<file path="config.mk">
export PLATFORM = sky130hd
export DESIGN_NAME = pdwc_top
export DESIGN_NICKNAME = d
export VERILOG_FILES = /design/src/include/pdwc_pkg.sv /design/src/verilog/pdwc_top.sv /design/src/verilog/pdwc_sync.sv
export VERILOG_INCLUDE_DIRS = /design/src /design/src/include
export SDC_FILE = /design/constraint.sdc
export NUM_CORES = 1
export LEC_CHECK = 0
export BUFFER_PORTS_ARGS = -buffer_cell sky130_fd_sc_hd__buf_4
export CAP_MARGIN = 40
export CORE_MARGIN = 10
export CORE_UTILIZATION = 51
export DETAILED_ROUTE_END_ITERATION = 8
export PLACE_DENSITY = 0.81
export SLEW_MARGIN = 30
export SYNTH_ARGS = -nofsm -noshare
export SYNTH_HDL_FRONTEND = slang
export SYNTH_SLANG_ARGS = --single-unit
export TNS_END_PERCENT = 50
</file>
<file path="constraint.sdc">
create_clock -name aclk -period 2.1 [get_ports aclk]
set_input_delay 0.315 -clock aclk [delete_from_list [all_inputs] [get_ports aclk]]
set_output_delay 0.315 -clock aclk [all_outputs]
set_load 0.005 [all_outputs]
</file>
<file path="src/include/pdwc_regs.svh">
`ifndef PDWC_REGS_SVH
`define PDWC_REGS_SVH

// ----------------------------------------------------------------
// Register indices (byte address = index * 4)
// ----------------------------------------------------------------
`define PDWC_WAKE_ROUTE_IDX   16'hff94
`define PDWC_MISC_CTRL_IDX    16'hfff1
`define PDWC_IRQ_STAT_IDX     16'h0100
`define PDWC_IRQ_MASK_IDX     16'h0101
`define PDWC_BLK_STAT_IDX     16'h0102

// ----------------------------------------------------------------
// Field positions
// ----------------------------------------------------------------
`define PDWC_WR_MUX_BIT       7
`define PDWC_WR_KPEN_BIT      1
`define PDWC_WR_KPFLAG_BIT    0
`define PDWC_MC_PDREQ_BIT     7
`define PDWC_MC_LOOP_BIT      1
`define PDWC_MC_PSEL_BIT      0
`define PDWC_IRQ_KEYPAD_BIT   0
`define PDWC_IRQ_WAKE_BIT     1
`define PDWC_IRQ_PDOWN_BIT    2

// ----------------------------------------------------------------
// Reset values and timing counts (MPU clock cycles)
// ----------------------------------------------------------------
`define PDWC_CTRL_RST         8'h00
`define PDWC_IRQ_RST          3'h0
`define PDWC_PD_DELAY_CYC     10'h020
`define PDWC_WAKE_DELAY_CYC   10'h200

`endif

</file>
<file path="src/include/pdwc_pkg.sv">
package pdwc_pkg;

   typedef enum logic [2:0] {
      ST_RUN      = 3'b000,
      ST_PD_DELAY = 3'b001,
      ST_SLEEP    = 3'b010,
      ST_WAIT_CLK = 3'b011,
      ST_COUNT    = 3'b100
   } pdwc_state_t;

   typedef enum logic [2:0] {
      SEL_NONE  = 3'b000,
      SEL_WAKE  = 3'b001,
      SEL_MISC  = 3'b010,
      SEL_IST   = 3'b011,
      SEL_IMSK  = 3'b100,
      SEL_STAT  = 3'b101
   } pdwc_sel_t;

endpackage : pdwc_pkg

</file>
<file path="src/verilog/pdwc_top.sv">
`timescale 1ns/1ns
`include "pdwc_regs.svh"

// Functional notes
// - With the wake-mux bit set, card and user-pin sources, and the keypad source when its interrupt enable is set, all raise external interrupt zero.
// - The merged wake interrupt reaches external interrupt zero 512 clock cycles after the wake count starts.
// - Reading the wake-routing register clears the wake-mux bit.
// - Oscillator and PLL are switched off exactly 32 cycles after a power-down request written outside a wake count.
// - During power-down the CPU is held halted and the request overrides all other power controls.
// - Bit 1 of the miscellaneous register puts the serial port in loopback.
// - Bit 0 of the miscellaneous register selects the serial port pin set.
// - Both control registers reset to zero.
// - Power-down turns the converter off only without bus supply and with on/off logic off, else standby.
// - A wake restores power and clocks, and the 512 count starts only once the clock runs.
module pdwc_top #(
   parameter int ADDR_W = 18
) (
   input  wire logic              aclk,
   input  wire logic              aresetn,
   input  wire logic [ADDR_W-1:0] s_axi_awaddr,
   input  wire logic              s_axi_awvalid,
   output logic                   s_axi_awready,
   input  wire logic [31:0]       s_axi_wdata,
   input  wire logic [3:0]        s_axi_wstrb,
   input  wire logic              s_axi_wvalid,
   output logic                   s_axi_wready,
   output logic [1:0]             s_axi_bresp,
   output logic                   s_axi_bvalid,
   input  wire logic              s_axi_bready,
   input  wire logic [ADDR_W-1:0] s_axi_araddr,
   input  wire logic              s_axi_arvalid,
   output logic                   s_axi_arready,
   output logic [31:0]            s_axi_rdata,
   output logic [1:0]             s_axi_rresp,
   output logic                   s_axi_rvalid,
   input  wire logic              s_axi_rready,
   input  wire logic              keypad_evt,
   input  wire logic              card_irq,
   input  wire logic [7:0]        user_pins,
   input  wire logic              bus_supply_ok,
   input  wire logic              onoff_is_on,
   input  wire logic              clk_stable,
   output logic                   ext_irq_zero,
   output logic                   card_irq_out,
   output logic                   keypad_irq_req,
   output logic                   osc_pll_off,
   output logic                   converter_off,
   output logic                   core_standby,
   output logic                   cpu_halt,
   output logic                   serial_loopback,
   output logic                   serial_pin_sel,
   output logic                   irq
);

   // ----------------------------------------------------------------
   // Pin synchronisers
   // ----------------------------------------------------------------
   logic [12:0] pins_s;

   pdwc_sync #(.W(13)) u_sync (
      .aclk    (aclk),
      .aresetn (aresetn),
      .d       ({keypad_evt, card_irq, user_pins, bus_supply_ok,
                 onoff_is_on, clk_stable}),
      .q       (pins_s)
   );

   wire       kp_s     = pins_s[12];
   wire       card_s   = pins_s[11];
   wire [7:0] usr_s    = pins_s[10:3];
   wire       bus_s    = pins_s[2];
   wire       on_s     = pins_s[1];
   wire       clkok_s  = pins_s[0];

   // ----------------------------------------------------------------
   // Address decode
   // ----------------------------------------------------------------
   function automatic pdwc_pkg::pdwc_sel_t dec(input logic [ADDR_W-1:0] a);
      if (a == {`PDWC_WAKE_ROUTE_IDX, 2'b00})
         dec = pdwc_pkg::SEL_WAKE;
      else if (a == {`PDWC_MISC_CTRL_IDX, 2'b00})
         dec = pdwc_pkg::SEL_MISC;
      else if (a == {`PDWC_IRQ_STAT_IDX, 2'b00})
         dec = pdwc_pkg::SEL_IST;
      else if (a == {`PDWC_IRQ_MASK_IDX, 2'b00})
         dec = pdwc_pkg::SEL_IMSK;
      else if (a == {`PDWC_BLK_STAT_IDX, 2'b00})
         dec = pdwc_pkg::SEL_STAT;
      else
         dec = pdwc_pkg::SEL_NONE;
   endfunction : dec

   // ----------------------------------------------------------------
   // AXI4-Lite write channel
   // ----------------------------------------------------------------
   logic              aw_got_r;
   logic              w_got_r;
   logic [ADDR_W-1:0] awaddr_r;
   logic [7:0]        wdata_r;
   logic              wstrb0_r;

   wire aw_fire   = s_axi_awvalid & s_axi_awready;
   wire w_fire    = s_axi_wvalid & s_axi_wready;
   wire have_aw   = aw_got_r | aw_fire;
   wire have_w    = w_got_r | w_fire;
   wire wr_fire   = have_aw & have_w;
   wire aw_got_nxt = have_aw & ~wr_fire;
   wire w_got_nxt  = have_w & ~wr_fire;
   wire bvalid_nxt = wr_fire | (s_axi_bvalid & ~s_axi_bready);

   wire [ADDR_W-1:0] wa  = aw_got_r ? awaddr_r : s_axi_awaddr;
   wire [7:0]        wd  = w_got_r ? wdata_r : s_axi_wdata[7:0];
   wire              wb0 = w_got_r ? wstrb0_r : s_axi_wstrb[0];
   wire pdwc_pkg::pdwc_sel_t wsel = dec(wa);
   wire wr_en    = wr_fire & wb0;
   wire wr_wake  = wr_en & (wsel == pdwc_pkg::SEL_WAKE);
   wire wr_misc  = wr_en & (wsel == pdwc_pkg::SEL_MISC);
   wire wr_ist   = wr_en & (wsel == pdwc_pkg::SEL_IST);
   wire wr_imsk  = wr_en & (wsel == pdwc_pkg::SEL_IMSK);

   always_ff @(posedge aclk) begin
      if (!aresetn) begin
         aw_got_r      <= 1'b0;
         w_got_r       <= 1'b0;
         awaddr_r      <= '0;
         wdata_r       <= 8'h00;
         wstrb0_r      <= 1'b0;
         s_axi_awready <= 1'b0;
         s_axi_wready  <= 1'b0;
         s_axi_bvalid  <= 1'b0;
         s_axi_bresp   <= 2'h0;
      end else begin
         aw_got_r      <= aw_got_nxt;
         w_got_r       <= w_got_nxt;
         s_axi_awready <= ~aw_got_nxt & ~bvalid_nxt;
         s_axi_wready  <= ~w_got_nxt & ~bvalid_nxt;
         s_axi_bvalid  <= bvalid_nxt;
         if (aw_fire)
            awaddr_r <= s_axi_awaddr;
         if (w_fire) begin
            wdata_r  <= s_axi_wdata[7:0];
            wstrb0_r <= s_axi_wstrb[0];
         end
         if (wr_fire)
            s_axi_bresp <= (wsel == pdwc_pkg::SEL_NONE) ? 2'h2 : 2'h0;
      end
   end

   // ----------------------------------------------------------------
   // Control registers
   // ----------------------------------------------------------------
   logic                  wake_mux_en_r;
   logic                  keypad_irq_en_r;
   logic                  keypad_irq_flag_r;
   logic                  power_down_req_r;
   logic                  kp_prev_r;
   logic [2:0]            irq_stat_r;
   logic [2:0]            irq_mask_r;
   pdwc_pkg::pdwc_state_t state_r;
   pdwc_pkg::pdwc_state_t state_nxt;
   logic [9:0]            cnt_r;

   wire ar_fire   = s_axi_arvalid & s_axi_arready;
   wire pdwc_pkg::pdwc_sel_t rsel = dec(s_axi_araddr);
   wire rd_wake   = ar_fire & (rsel == pdwc_pkg::SEL_WAKE);
   wire kp_event  = kp_s & ~kp_prev_r;
   wire pd_start  = wr_misc & wd[`PDWC_MC_PDREQ_BIT] & ~power_down_req_r;
   wire wake_src  = (keypad_irq_flag_r & keypad_irq_en_r) | card_s | (|usr_s);
   wire merged    = wake_mux_en_r & wake_src;
   wire cnt_done  = (cnt_r == 10'h001);
   wire wake_done = (state_r == pdwc_pkg::ST_COUNT) & cnt_done;
   wire pd_enter  = (state_r == pdwc_pkg::ST_PD_DELAY) & cnt_done;
   wire [2:0] ev  = {pd_enter, wake_done, kp_event};

   always_ff @(posedge aclk) begin
      if (!aresetn) begin
         wake_mux_en_r     <= 1'b0;
         keypad_irq_en_r   <= 1'b0;
         keypad_irq_flag_r <= 1'b0;
         power_down_req_r  <= 1'b0;
         serial_loopback   <= 1'b0;
         serial_pin_sel    <= 1'b0;
         kp_prev_r         <= 1'b0;
         irq_stat_r        <= `PDWC_IRQ_RST;
         irq_mask_r        <= `PDWC_IRQ_RST;
      end else begin
         kp_prev_r <= kp_s;
         if (wr_wake) begin
            wake_mux_en_r   <= wd[`PDWC_WR_MUX_BIT];
            keypad_irq_en_r <= wd[`PDWC_WR_KPEN_BIT];
         end else if (rd_wake) begin
            wake_mux_en_r <= 1'b0;
         end
         // Event beats a software clear
         if (kp_event)
            keypad_irq_flag_r <= 1'b1;
         else if (wr_wake & ~wd[`PDWC_WR_KPFLAG_BIT])
            keypad_irq_flag_r <= 1'b0;
         if (wr_misc) begin
            serial_loopback <= wd[`PDWC_MC_LOOP_BIT];
            serial_pin_sel  <= wd[`PDWC_MC_PSEL_BIT];
         end
         if (wake_done)
            power_down_req_r <= 1'b0;
         else if (wr_misc)
            power_down_req_r <= wd[`PDWC_MC_PDREQ_BIT];
         irq_stat_r <= ev | (irq_stat_r & ~({3{wr_ist}} & wd[2:0]));
         if (wr_imsk)
            irq_mask_r <= wd[2:0];
      end
   end

   // ----------------------------------------------------------------
   // Power-down and wake sequencer
   // ----------------------------------------------------------------
   always_comb begin
      state_nxt = state_r;
      unique case (state_r)
         pdwc_pkg::ST_RUN: begin
            if (pd_start)
               state_nxt = pdwc_pkg::ST_PD_DELAY;
            else if (merged & ~ext_irq_zero)
               state_nxt = pdwc_pkg::ST_COUNT;
         end
         pdwc_pkg::ST_PD_DELAY: begin
            if (cnt_done)
               state_nxt = pdwc_pkg::ST_SLEEP;
         end
         pdwc_pkg::ST_SLEEP: begin
            if (merged)
               state_nxt = pdwc_pkg::ST_WAIT_CLK;
         end
         pdwc_pkg::ST_WAIT_CLK: begin
            if (clkok_s)
               state_nxt = pdwc_pkg::ST_COUNT;
         end
         pdwc_pkg::ST_COUNT: begin
            if (cnt_done)
               state_nxt = pdwc_pkg::ST_RUN;
         end
         default: state_nxt = pdwc_pkg::ST_RUN;
      endcase
   end

   wire enter_cnt = (state_nxt == pdwc_pkg::ST_COUNT) &
                    (state_r != pdwc_pkg::ST_COUNT);
   wire sleep_nxt = (state_nxt == pdwc_pkg::ST_SLEEP);
   wire held_nxt  = (state_nxt != pdwc_pkg::ST_RUN) &
                    (state_nxt != pdwc_pkg::ST_COUNT | power_down_req_r);

   always_ff @(posedge aclk) begin
      if (!aresetn) begin
         state_r        <= pdwc_pkg::ST_RUN;
         cnt_r          <= 10'h000;
         osc_pll_off    <= 1'b0;
         converter_off  <= 1'b0;
         core_standby   <= 1'b0;
         cpu_halt       <= 1'b0;
         ext_irq_zero   <= 1'b0;
         card_irq_out   <= 1'b0;
         keypad_irq_req <= 1'b0;
         irq            <= 1'b0;
      end else begin
         state_r <= state_nxt;
         if (pd_start & (state_r == pdwc_pkg::ST_RUN))
            cnt_r <= `PDWC_PD_DELAY_CYC;
         else if (enter_cnt)
            cnt_r <= `PDWC_WAKE_DELAY_CYC;
         else if (cnt_r != 10'h000)
            cnt_r <= cnt_r - 10'h001;
         osc_pll_off   <= sleep_nxt;
         converter_off <= sleep_nxt & ~bus_s & ~on_s;
         core_standby  <= sleep_nxt & (bus_s | on_s);
         cpu_halt      <= held_nxt;
         // Wake pulse holds until software reads the routing register
         if (wake_done)
            ext_irq_zero <= 1'b1;
         else if (rd_wake)
            ext_irq_zero <= 1'b0;
         else
            ext_irq_zero <= ext_irq_zero | (~wake_mux_en_r & (|usr_s));
         card_irq_out   <= card_s & ~wake_mux_en_r;
         keypad_irq_req <= keypad_irq_flag_r & keypad_irq_en_r
                           & ~wake_mux_en_r;
         irq <= |(irq_stat_r & irq_mask_r);
      end
   end

   // ----------------------------------------------------------------
   // AXI4-Lite read channel
   // ----------------------------------------------------------------
   logic [7:0] rmux;

   always_comb begin
      rmux = 8'h00;
      unique case (rsel)
         pdwc_pkg::SEL_WAKE:
            rmux = {wake_mux_en_r, 5'h00, keypad_irq_en_r, keypad_irq_flag_r};
         pdwc_pkg::SEL_MISC:
            rmux = {power_down_req_r, 5'h00, serial_loopback, serial_pin_sel};
         pdwc_pkg::SEL_IST:  rmux = {5'h00, irq_stat_r};
         pdwc_pkg::SEL_IMSK: rmux = {5'h00, irq_mask_r};
         pdwc_pkg::SEL_STAT: rmux = {osc_pll_off, converter_off, core_standby,
                                     cpu_halt, 1'b0, state_r};
         pdwc_pkg::SEL_NONE: rmux = 8'h00;
         default:            rmux = 8'h00;
      endcase
   end

   wire rvalid_nxt = ar_fire | (s_axi_rvalid & ~s_axi_rready);

   always_ff @(posedge aclk) begin
      if (!aresetn) begin
         s_axi_arready <= 1'b0;
         s_axi_rvalid  <= 1'b0;
         s_axi_rdata   <= 32'h0000_0000;
         s_axi_rresp   <= 2'h0;
      end else begin
         s_axi_arready <= ~rvalid_nxt;
         s_axi_rvalid  <= rvalid_nxt;
         if (ar_fire) begin
            s_axi_rdata <= {24'h000000, rmux};
            s_axi_rresp <= (rsel == pdwc_pkg::SEL_NONE) ? 2'h2 : 2'h0;
         end
      end
   end

   // ----------------------------------------------------------------
   // Assertions
   // ----------------------------------------------------------------
   logic [10:0] wk_cycles_r;

   always_ff @(posedge aclk) begin
      if (!aresetn)
         wk_cycles_r <= 11'h000;
      else if (state_r == pdwc_pkg::ST_COUNT)
         wk_cycles_r <= wk_cycles_r + 11'h001;
      else
         wk_cycles_r <= 11'h000;
   end

   AST_MUX_MERGE: assert property (@(posedge aclk) disable iff (!aresetn)
      (state_r == pdwc_pkg::ST_RUN && merged && !pd_start && !ext_irq_zero)
      |=> state_r == pdwc_pkg::ST_COUNT)
      else $error("merged wake source did not start the delay");

   AST_WAKE_DELAY: assert property (@(posedge aclk) disable iff (!aresetn)
      $rose(ext_irq_zero) && $past(wake_done) |-> wk_cycles_r == 11'h200)
      else $error("wake interrupt not 512 cycles after clock start");

   AST_READ_CLR: assert property (@(posedge aclk) disable iff (!aresetn)
      (rd_wake && !wr_wake) |=> !wake_mux_en_r)
      else $error("wake-mux bit survived a register read");

   AST_PD_DELAY: assert property (@(posedge aclk) disable iff (!aresetn)
      (pd_start && state_r == pdwc_pkg::ST_RUN)
      |-> ##32 !osc_pll_off ##1 osc_pll_off)
      else $error("oscillator not off exactly 32 cycles after request");

   AST_HALT_SLEEP: assert property (@(posedge aclk) disable iff (!aresetn)
      osc_pll_off |-> cpu_halt && power_down_req_r)
      else $error("cpu running or request clear while clocks off");

   AST_LOOPBACK: assert property (@(posedge aclk) disable iff (!aresetn)
      wr_misc |=> serial_loopback == $past(wd[1]))
      else $error("loopback bit not taken from write");

   AST_PINSEL: assert property (@(posedge aclk) disable iff (!aresetn)
      wr_misc |=> serial_pin_sel == $past(wd[0]))
      else $error("pin select bit not taken from write");

   AST_RST_ZERO: assert property (@(posedge aclk) disable iff (!aresetn)
      $rose(aresetn) |-> !wake_mux_en_r && !keypad_irq_en_r
         && !power_down_req_r && !serial_loopback && !serial_pin_sel)
      else $error("control registers not zero after reset");

   AST_CONV_OFF: assert property (@(posedge aclk) disable iff (!aresetn)
      (state_r == pdwc_pkg::ST_SLEEP && sleep_nxt)
      |=> converter_off == !($past(bus_s) || $past(on_s))
          && core_standby == ($past(bus_s) || $past(on_s)))
      else $error("converter or standby choice wrong in power-down");

   AST_WAIT_CLK: assert property (@(posedge aclk) disable iff (!aresetn)
      (state_r == pdwc_pkg::ST_WAIT_CLK && !clkok_s)
      |=> state_r == pdwc_pkg::ST_WAIT_CLK && !osc_pll_off)
      else $error("wake count began before clock was running");

   AST_KEYPAD: assert property (@(posedge aclk) disable iff (!aresetn)
      keypad_irq_req |-> $past(keypad_irq_flag_r && keypad_irq_en_r))
      else $error("keypad interrupt without enabled flag");

endmodule : pdwc_top

</file>
<file path="src/verilog/pdwc_sync.sv">
`timescale 1ns/1ns
// ----------------------------------------------------------------
// Two-flop synchroniser for pin inputs
// ----------------------------------------------------------------
module pdwc_sync #(
   parameter int W = 1
) (
   input  wire logic         aclk,
   input  wire logic         aresetn,
   input  wire logic [W-1:0] d,
   output logic      [W-1:0] q
);
   logic [W-1:0] meta_r;

   always_ff @(posedge aclk) begin
      if (!aresetn) begin
         meta_r <= '0;
         q      <= '0;
      end else begin
         meta_r <= d;
         q      <= meta_r;
      end
   end
endmodule : pdwc_sync

</file>
* Word-level counts from Yosys, hierarchy flattened
Index checks and enable logic that the tools add are counted.
Storage, ports and cells: output and inout port bits 51, logic and storage cells 174, register bits after elaboration 106
Cells by class: equal/unequal tests 28, bitwise gates (word level) 63, reductions and logical operators 14, add/subtract/negate cells 1, mux-type cells 32
Operators with widths (count):
- 18-bit by 11-bit == test with 1-bit output (second input constant) | 6
- 18-bit == test (second input constant) | 4
- 3-bit two-way mux | 16
- 8-bit case mux with 5 select lines | 1
- 1-bit bitwise AND | 34
- 3-bit by 2-bit == test with 1-bit output (second input constant) | 7
- 10-bit two-way mux | 2
- 18-bit two-way mux | 1
- 3-bit == test (second input constant) | 5
- 1-bit inverter | 15
- 3-bit case mux with 5 select lines | 1
- 10-bit by 1-bit == test with 1-bit output (second input constant) | 1
- 10-bit nonzero test | 1
- 10-bit by 1-bit subtractor with 10-bit output (second input constant) | 1
- 3-bit bitwise AND | 3
- 3-bit by 1-bit == test with 1-bit output (second input constant) | 3
- 3-bit logical NOT | 3
- 1-bit bitwise OR | 9
- 8-bit two-way mux | 1
- 8-bit OR reduction | 1
- 1-bit two-way mux | 7
- 6-bit two-way mux | 1
- 3-bit != test (second input constant) | 2
- 2-bit nonzero test | 3
- 6 further kinds | 10

* Longest topological paths before layout
depth in word-level cells 17, depth in mapped cells 8, depth with buffers taken out 7

* Hierarchy
A second synthesis with hierarchy kept.
Second synthesis, totals: cell total of the unflattened synthesis 497, area total of the unflattened synthesis 4374.2 µm²
By module, submodules not included:
- pdwc_top | cells each 443, instances 1, sequential area each 1461.4 µm², area each 3643.5 µm²
- pdwc_sync | cells each 54, instances 1, sequential area each 520.5 µm², area each 730.7 µm²

* Worst setup path after synthesis
Ideal clock, no wire load.
kind flip-flop to flip-flop, start point register aw_got_r, end point register cnt_r[1], clock period less this slack 1.722 ns, buffers on the path 1, data arrival time 1.642 ns, library setup time 0.080 ns, required time 2.020 ns, path slack 0.378 ns, cell stages (with the launch flop) 8, cells stage by stage dfxtp_1 -> buf_6 -> nand2b_4 -> o22a_1 -> nor4_4 -> a31o_4 -> nand3_4 -> a211oi_2
Between the ends: word-level cells in the longest chain between the ends 16, elaborated cells on any way between the ends 24, those cells by class eq/ne: 7; mux: 8; bitwise: 8; reduce/logical: 1
RTL lines:
- start, declared | line pdwc_top.sv:96 | logic aw_got_r;
- start signal, assigned | line pdwc_top.sv:133 | aw_got_r <= aw_got_nxt;
- 18-bit two-way mux | line pdwc_top.sv:111 | wire [ADDR_W-1:0] wa = aw_got_r ? awaddr_r : s_axi_awaddr;
- 18-bit by 11-bit == test with 1-bit output | line pdwc_top.sv:87 | else if (a == {`PDWC_BLK_STAT_IDX, 2'b00})
- 3-bit two-way mux | line pdwc_top.sv:87
- 3-bit two-way mux | line pdwc_top.sv:85 | else if (a == {`PDWC_IRQ_MASK_IDX, 2'b00})
- 3-bit two-way mux | line pdwc_top.sv:83 | else if (a == {`PDWC_IRQ_STAT_IDX, 2'b00})
- 3-bit two-way mux | line pdwc_top.sv:81 | else if (a == {`PDWC_MISC_CTRL_IDX, 2'b00})
- 3-bit two-way mux | line pdwc_top.sv:79 | if (a == {`PDWC_WAKE_ROUTE_IDX, 2'b00})
- 3-bit by 2-bit == test with 1-bit output | line pdwc_top.sv:117 | wire wr_misc = wr_en & (wsel == pdwc_pkg::SEL_MISC);
- 1-bit bitwise AND (*) | line pdwc_top.sv:117
- 1-bit bitwise AND (*) (2 in series) | line pdwc_top.sv:167 | wire pd_start = wr_misc & wd[`PDWC_MC_PDREQ_BIT] & ~power_down_req_r;
- 3-bit two-way mux | line pdwc_top.sv:220 | if (pd_start)
- 3-bit case mux with 5 select lines | line pdwc_top.sv:218 | unique case (state_r)
- 3-bit == test | line pdwc_top.sv:245 | wire enter_cnt = (state_nxt == pdwc_pkg::ST_COUNT) &
- 1-bit bitwise AND | line pdwc_top.sv:245
- 3-bit OR reduction (no source line) (*)
- end signal, assigned | line pdwc_top.sv:266 | cnt_r <= `PDWC_PD_DELAY_CYC;
- end signal, assigned | line pdwc_top.sv:268 | cnt_r <= `PDWC_WAKE_DELAY_CYC;
- end signal, assigned | line pdwc_top.sv:270 | cnt_r <= cnt_r - 10'h001;
- end, declared | line pdwc_top.sv:161 | logic [9:0] cnt_r;
Every way passes the cells marked *; elsewhere a longest branch is shown, timed or not. A chain may end at the register's enable or synchronous reset.

* Worst setup path in the final report
start point register aw_got_r, end point register cpu_halt
Between the ends: word-level cells in the longest chain between the ends 16, elaborated cells on any way between the ends 24, those cells by class eq/ne: 7; mux: 8; bitwise: 8; reduce/logical: 1
RTL lines:
- 18-bit two-way mux | line pdwc_top.sv:111
- 18-bit by 11-bit == test with 1-bit output | line pdwc_top.sv:87
- 3-bit two-way mux | line pdwc_top.sv:87
- 3-bit two-way mux | line pdwc_top.sv:85
- 3-bit two-way mux | line pdwc_top.sv:83
- 3-bit two-way mux | line pdwc_top.sv:81
- 3-bit two-way mux | line pdwc_top.sv:79
- 3-bit by 2-bit == test with 1-bit output | line pdwc_top.sv:117
- 1-bit bitwise AND (*) | line pdwc_top.sv:117
- 1-bit bitwise AND (*) (2 in series) | line pdwc_top.sv:167
- 3-bit two-way mux (*) | line pdwc_top.sv:220
- 3-bit case mux with 5 select lines (*) | line pdwc_top.sv:218
- 3-bit != test | line pdwc_top.sv:249 | (state_nxt != pdwc_pkg::ST_COUNT | power_down_req_r);
- 1-bit bitwise OR | line pdwc_top.sv:249
- 1-bit bitwise AND (*) | line pdwc_top.sv:248 | wire held_nxt = (state_nxt != pdwc_pkg::ST_RUN) &
- end signal, assigned | line pdwc_top.sv:274 | cpu_halt <= held_nxt;
- end, declared | line pdwc_top.sv:49 | output logic cpu_halt,
Marks and branches as above.

==> results.ini <==
[routing]
num_vias=3797
drc=0
drt-wirelength-per-cell_um=15.1
finalWirelength_um=10700
ant_nets=0
viasPerCell=5.37
drt_pass1_iterations=4
first_iter_violations=183

[sta]
fin_tns_setup_ns=0
fmax_ghz=0.504
max-slew-margin-rel_pct=59.5
finalHoldViolCount=0
finalClockSkew_ns=0.0112
rsz0062_at_grt=no
slew_viol_final=0
finalSetupViolCount=0
finalCriticalPeriod_ns=1.98
layout_setup_ws_ns=0.116
max_slew.worst_pin.slew_ns=0.606
finalCritPeriodShare_pct=94.5

[synth]
yosysSeqAreaShare_pct=45.0
synth_common_cells=99 x dfxtp_1, 77 x nand2_1, 44 x a21oi_1, 36 x nor2_1, 29 x and2_1
synth_edf_count=0
ys_top_cells_by_area=dfxtp_1 45%, nand2_1 6.6%, a21oi_1 5.0%
yosysMostFrequentCell=dfxtp_1
synth_area_per_cell_um2=8.73
yosysTopAreaCellShare_pct=45.0
syn_area_mm2=0.00441
syn-instance-count=505
ys_types=62
synth_top_area_cell=dfxtp_1
synth-seq-cells=99
synth_top_flop_cell=dfxtp_1
synthArstFlopShare_pct=0
synth.yosys.warnings=0

[finish]
fillers=706
diodes=0
layout.nets=691
regArea_mm2=0.00199
syn2layout_area_growth_pct=20.8
multiInputGateArea_mm2=0.00223
drive_gt1_share_pct=23.1

[worst_setup_path]
path_cells=buf_4, nor4b_4, o22ai_2, nor4_4, buf_4, a31o_4, a21oi_1, a21o_1
cp_data_arrival_time_ns=2.24
path_common_cell=buf_4
max_stage_delay_ns=0.39
slowest_stage=dfxtp_4
crit_path_end_kind=flop
start_kind=flop
cp.required_ns=2.36
path_class=flop to flop
critPathMaxFanout=7

[power_and_ir_drop]
power.density_mw_per_mm2=769
power_frac_seq_pct=51.8
power.leakage_nw=2.19
ir_drop_v=0.000421
clock_power_share_pct=27.2
netSwitchingFraction_pct=30.3
p_int_mw=2.85
power.switching_mw=1.24
p_comb_share_pct=20.9

[floorplan]
start_util_pct=53.1
std_cell_rows=33
die_h_um=113
dieWidth_um=113
dieArea_mm2=0.0128
pin_count=143
core_mm2=0.00830

[place]
port_buffers=84
pre_cts_slack_ns=-0.0115
gp_congestion=0.857
hpwl_um=8060

[hold_path]
hold_path_class=primary input to flop

[clocking]
cts_root_buffer=clkbuf_8
htreeDepth=3
cts_made_buffers=9
insertion_delay_ns=0.36
cts_sinks=99
clkTransAtPathRegs_ns=0.10
cts_buffer_depth=2
hold_buffers=0
cts_tree=built

[global_route]
grt_start_max_net_pins=34
grt_use_met3_pct=5.55
grt_use_met2_pct=25.7
grt.busiest_layer=met2
gr-usage-all-layers_pct=15.8
grt_overflow=0
antenna_found_initial=0
grt_pass1_wl_um=17200
first_global_vias=3747
grtUsageMet1_pct=19.2

[job]
max-cap-violations=0

[outcome]
outcome=complete, no violations

## registers in the layout, indices dropped and copies added (netlist names), 3 cells and up
name	count
cnt_r	10
state_r	3
wdata_r	4
s_axi_rdata	7
u_sync.meta_r	13
u_sync.q	13
awaddr_r	18
irq_mask_r	3
irq_stat_r	3
## logic make-up (layout without fill, tap and decap cells)
logic type / count (synthesis) / after routing / share of synthesized area (%)
simple gates: 239 / 239 / 30.1
flops: 99 / 99 / 45.0
compound gates: 90 / 90 / 12.8
buf+inv: 55 / 126 / 7.35
mux: 12 / 12 / 2.78
xor+xnor: 7 / 7 / 1.39
fa+ha+maj: 2 / 2 / 0.568
other cells: 1 / 27 / 0.0851
## final timing paths
| check | startpoint | to | slack, ns | cells past startpoint |
|---|---|---|---|---|
| min | user_pins[1] | u_sync.meta_r[4] | 0.16 | 2 |
| max reg2reg | aw_got_r | cpu_halt | 0.12 | 8 |
| min reg2reg | u_sync.meta_r[10] | u_sync.q[10] | 0.44 | 1 |
| max | aw_got_r | cpu_halt | 0.12 | 8 |
## routing by layer
layer / wire length [um] / share of wire (%)
met3: 876 / 8.2
met2: 4980 / 47
met1: 4680 / 44
met4: 116 / 1.1
met5: 0 / 0
## cell usage in the layout (no fill, tap or decap), types with 2 or more instances in the layout
master	n
nor3_1	14
and2_1	29
dfxtp_1	98
nor3b_1	3
a21oi_1	44
nand3_1	18
xor2_1	3
xnor2_1	4
conb_1	27
o22a_1	2
clkbuf_8	9
o21ai_0	13
nand4b_1	7
o211ai_1	3
and4_1	2
a31oi_1	5
nand4_1	6
nand3b_1	2
mux2_2	2
nor4_1	11
inv_6	2
nor4b_1	3
inv_1	8
a21o_1	3
nand2_1	77
nor4_4	2
and3_1	4
buf_4	99
and4b_1	2
mux2i_1	10
nor3_2	2
a22o_1	5
ha_1	2
nor2b_1	2
clkinvlp_4	2
a211oi_1	5
nor2_1	36
nand2b_1	6
## power groups by stage
stage	Combinational, mW	Sequential, mW	Clock, mW
2_1_floorplan	0.636	2.14	0
3_3_place_gp	0.804	2.16	0
3_5_place_dp	0.836	2.17	0
4_1_cts	0.843	2.12	1.14
5_1_grt	0.961	2.14	1.23
6_report	0.857	2.12	1.12
## stage by stage
step | cells | power [mW] | hold slack [ns] | utilization, % | instance area (um^2)
after floorplan | 531 | 2.77 | 0.410 | - | 4510
after global placement | 686 | 2.96 | 0.417 | 61.2 | 5080
after detailed placement | 686 | 3.00 | 0.418 | 61.2 | 5080
after CTS | 702 | 4.11 | 0.141 | 63.3 | 5260
after global routing | 707 | 4.33 | 0.141 | 64.2 | 5330
final | 707 | 4.09 | 0.158 | 64.2 | 5330
## critical path: cells and delay by family (launching register included)
kind	cells	cell delay (ns)
AOI/OAI and AO/OA	4	0.58
buffers and inverters	2	0.35
DFF	1	0.39
and+or+nand+nor	2	0.56
## repair_timing
action,in CTS,in global routing
endpoints found under the setup margin,9,13
gates resized for setup,1,5
hold endpoints to repair,0,0
pin swaps,0,5
setup buffers,0,5
## cell type report
class	instances	share of cell area (%)
Multi-Input combinational cell	377	41.9
Clock inverter	6	0.916
Timing Repair Buffer	101	14.4
Clock buffer	10	2.40
Sequential cell	99	37.3
Tap cell	105	2.47
Inverter	9	0.634
Note: power is estimated with default switching activity, not from simulation.
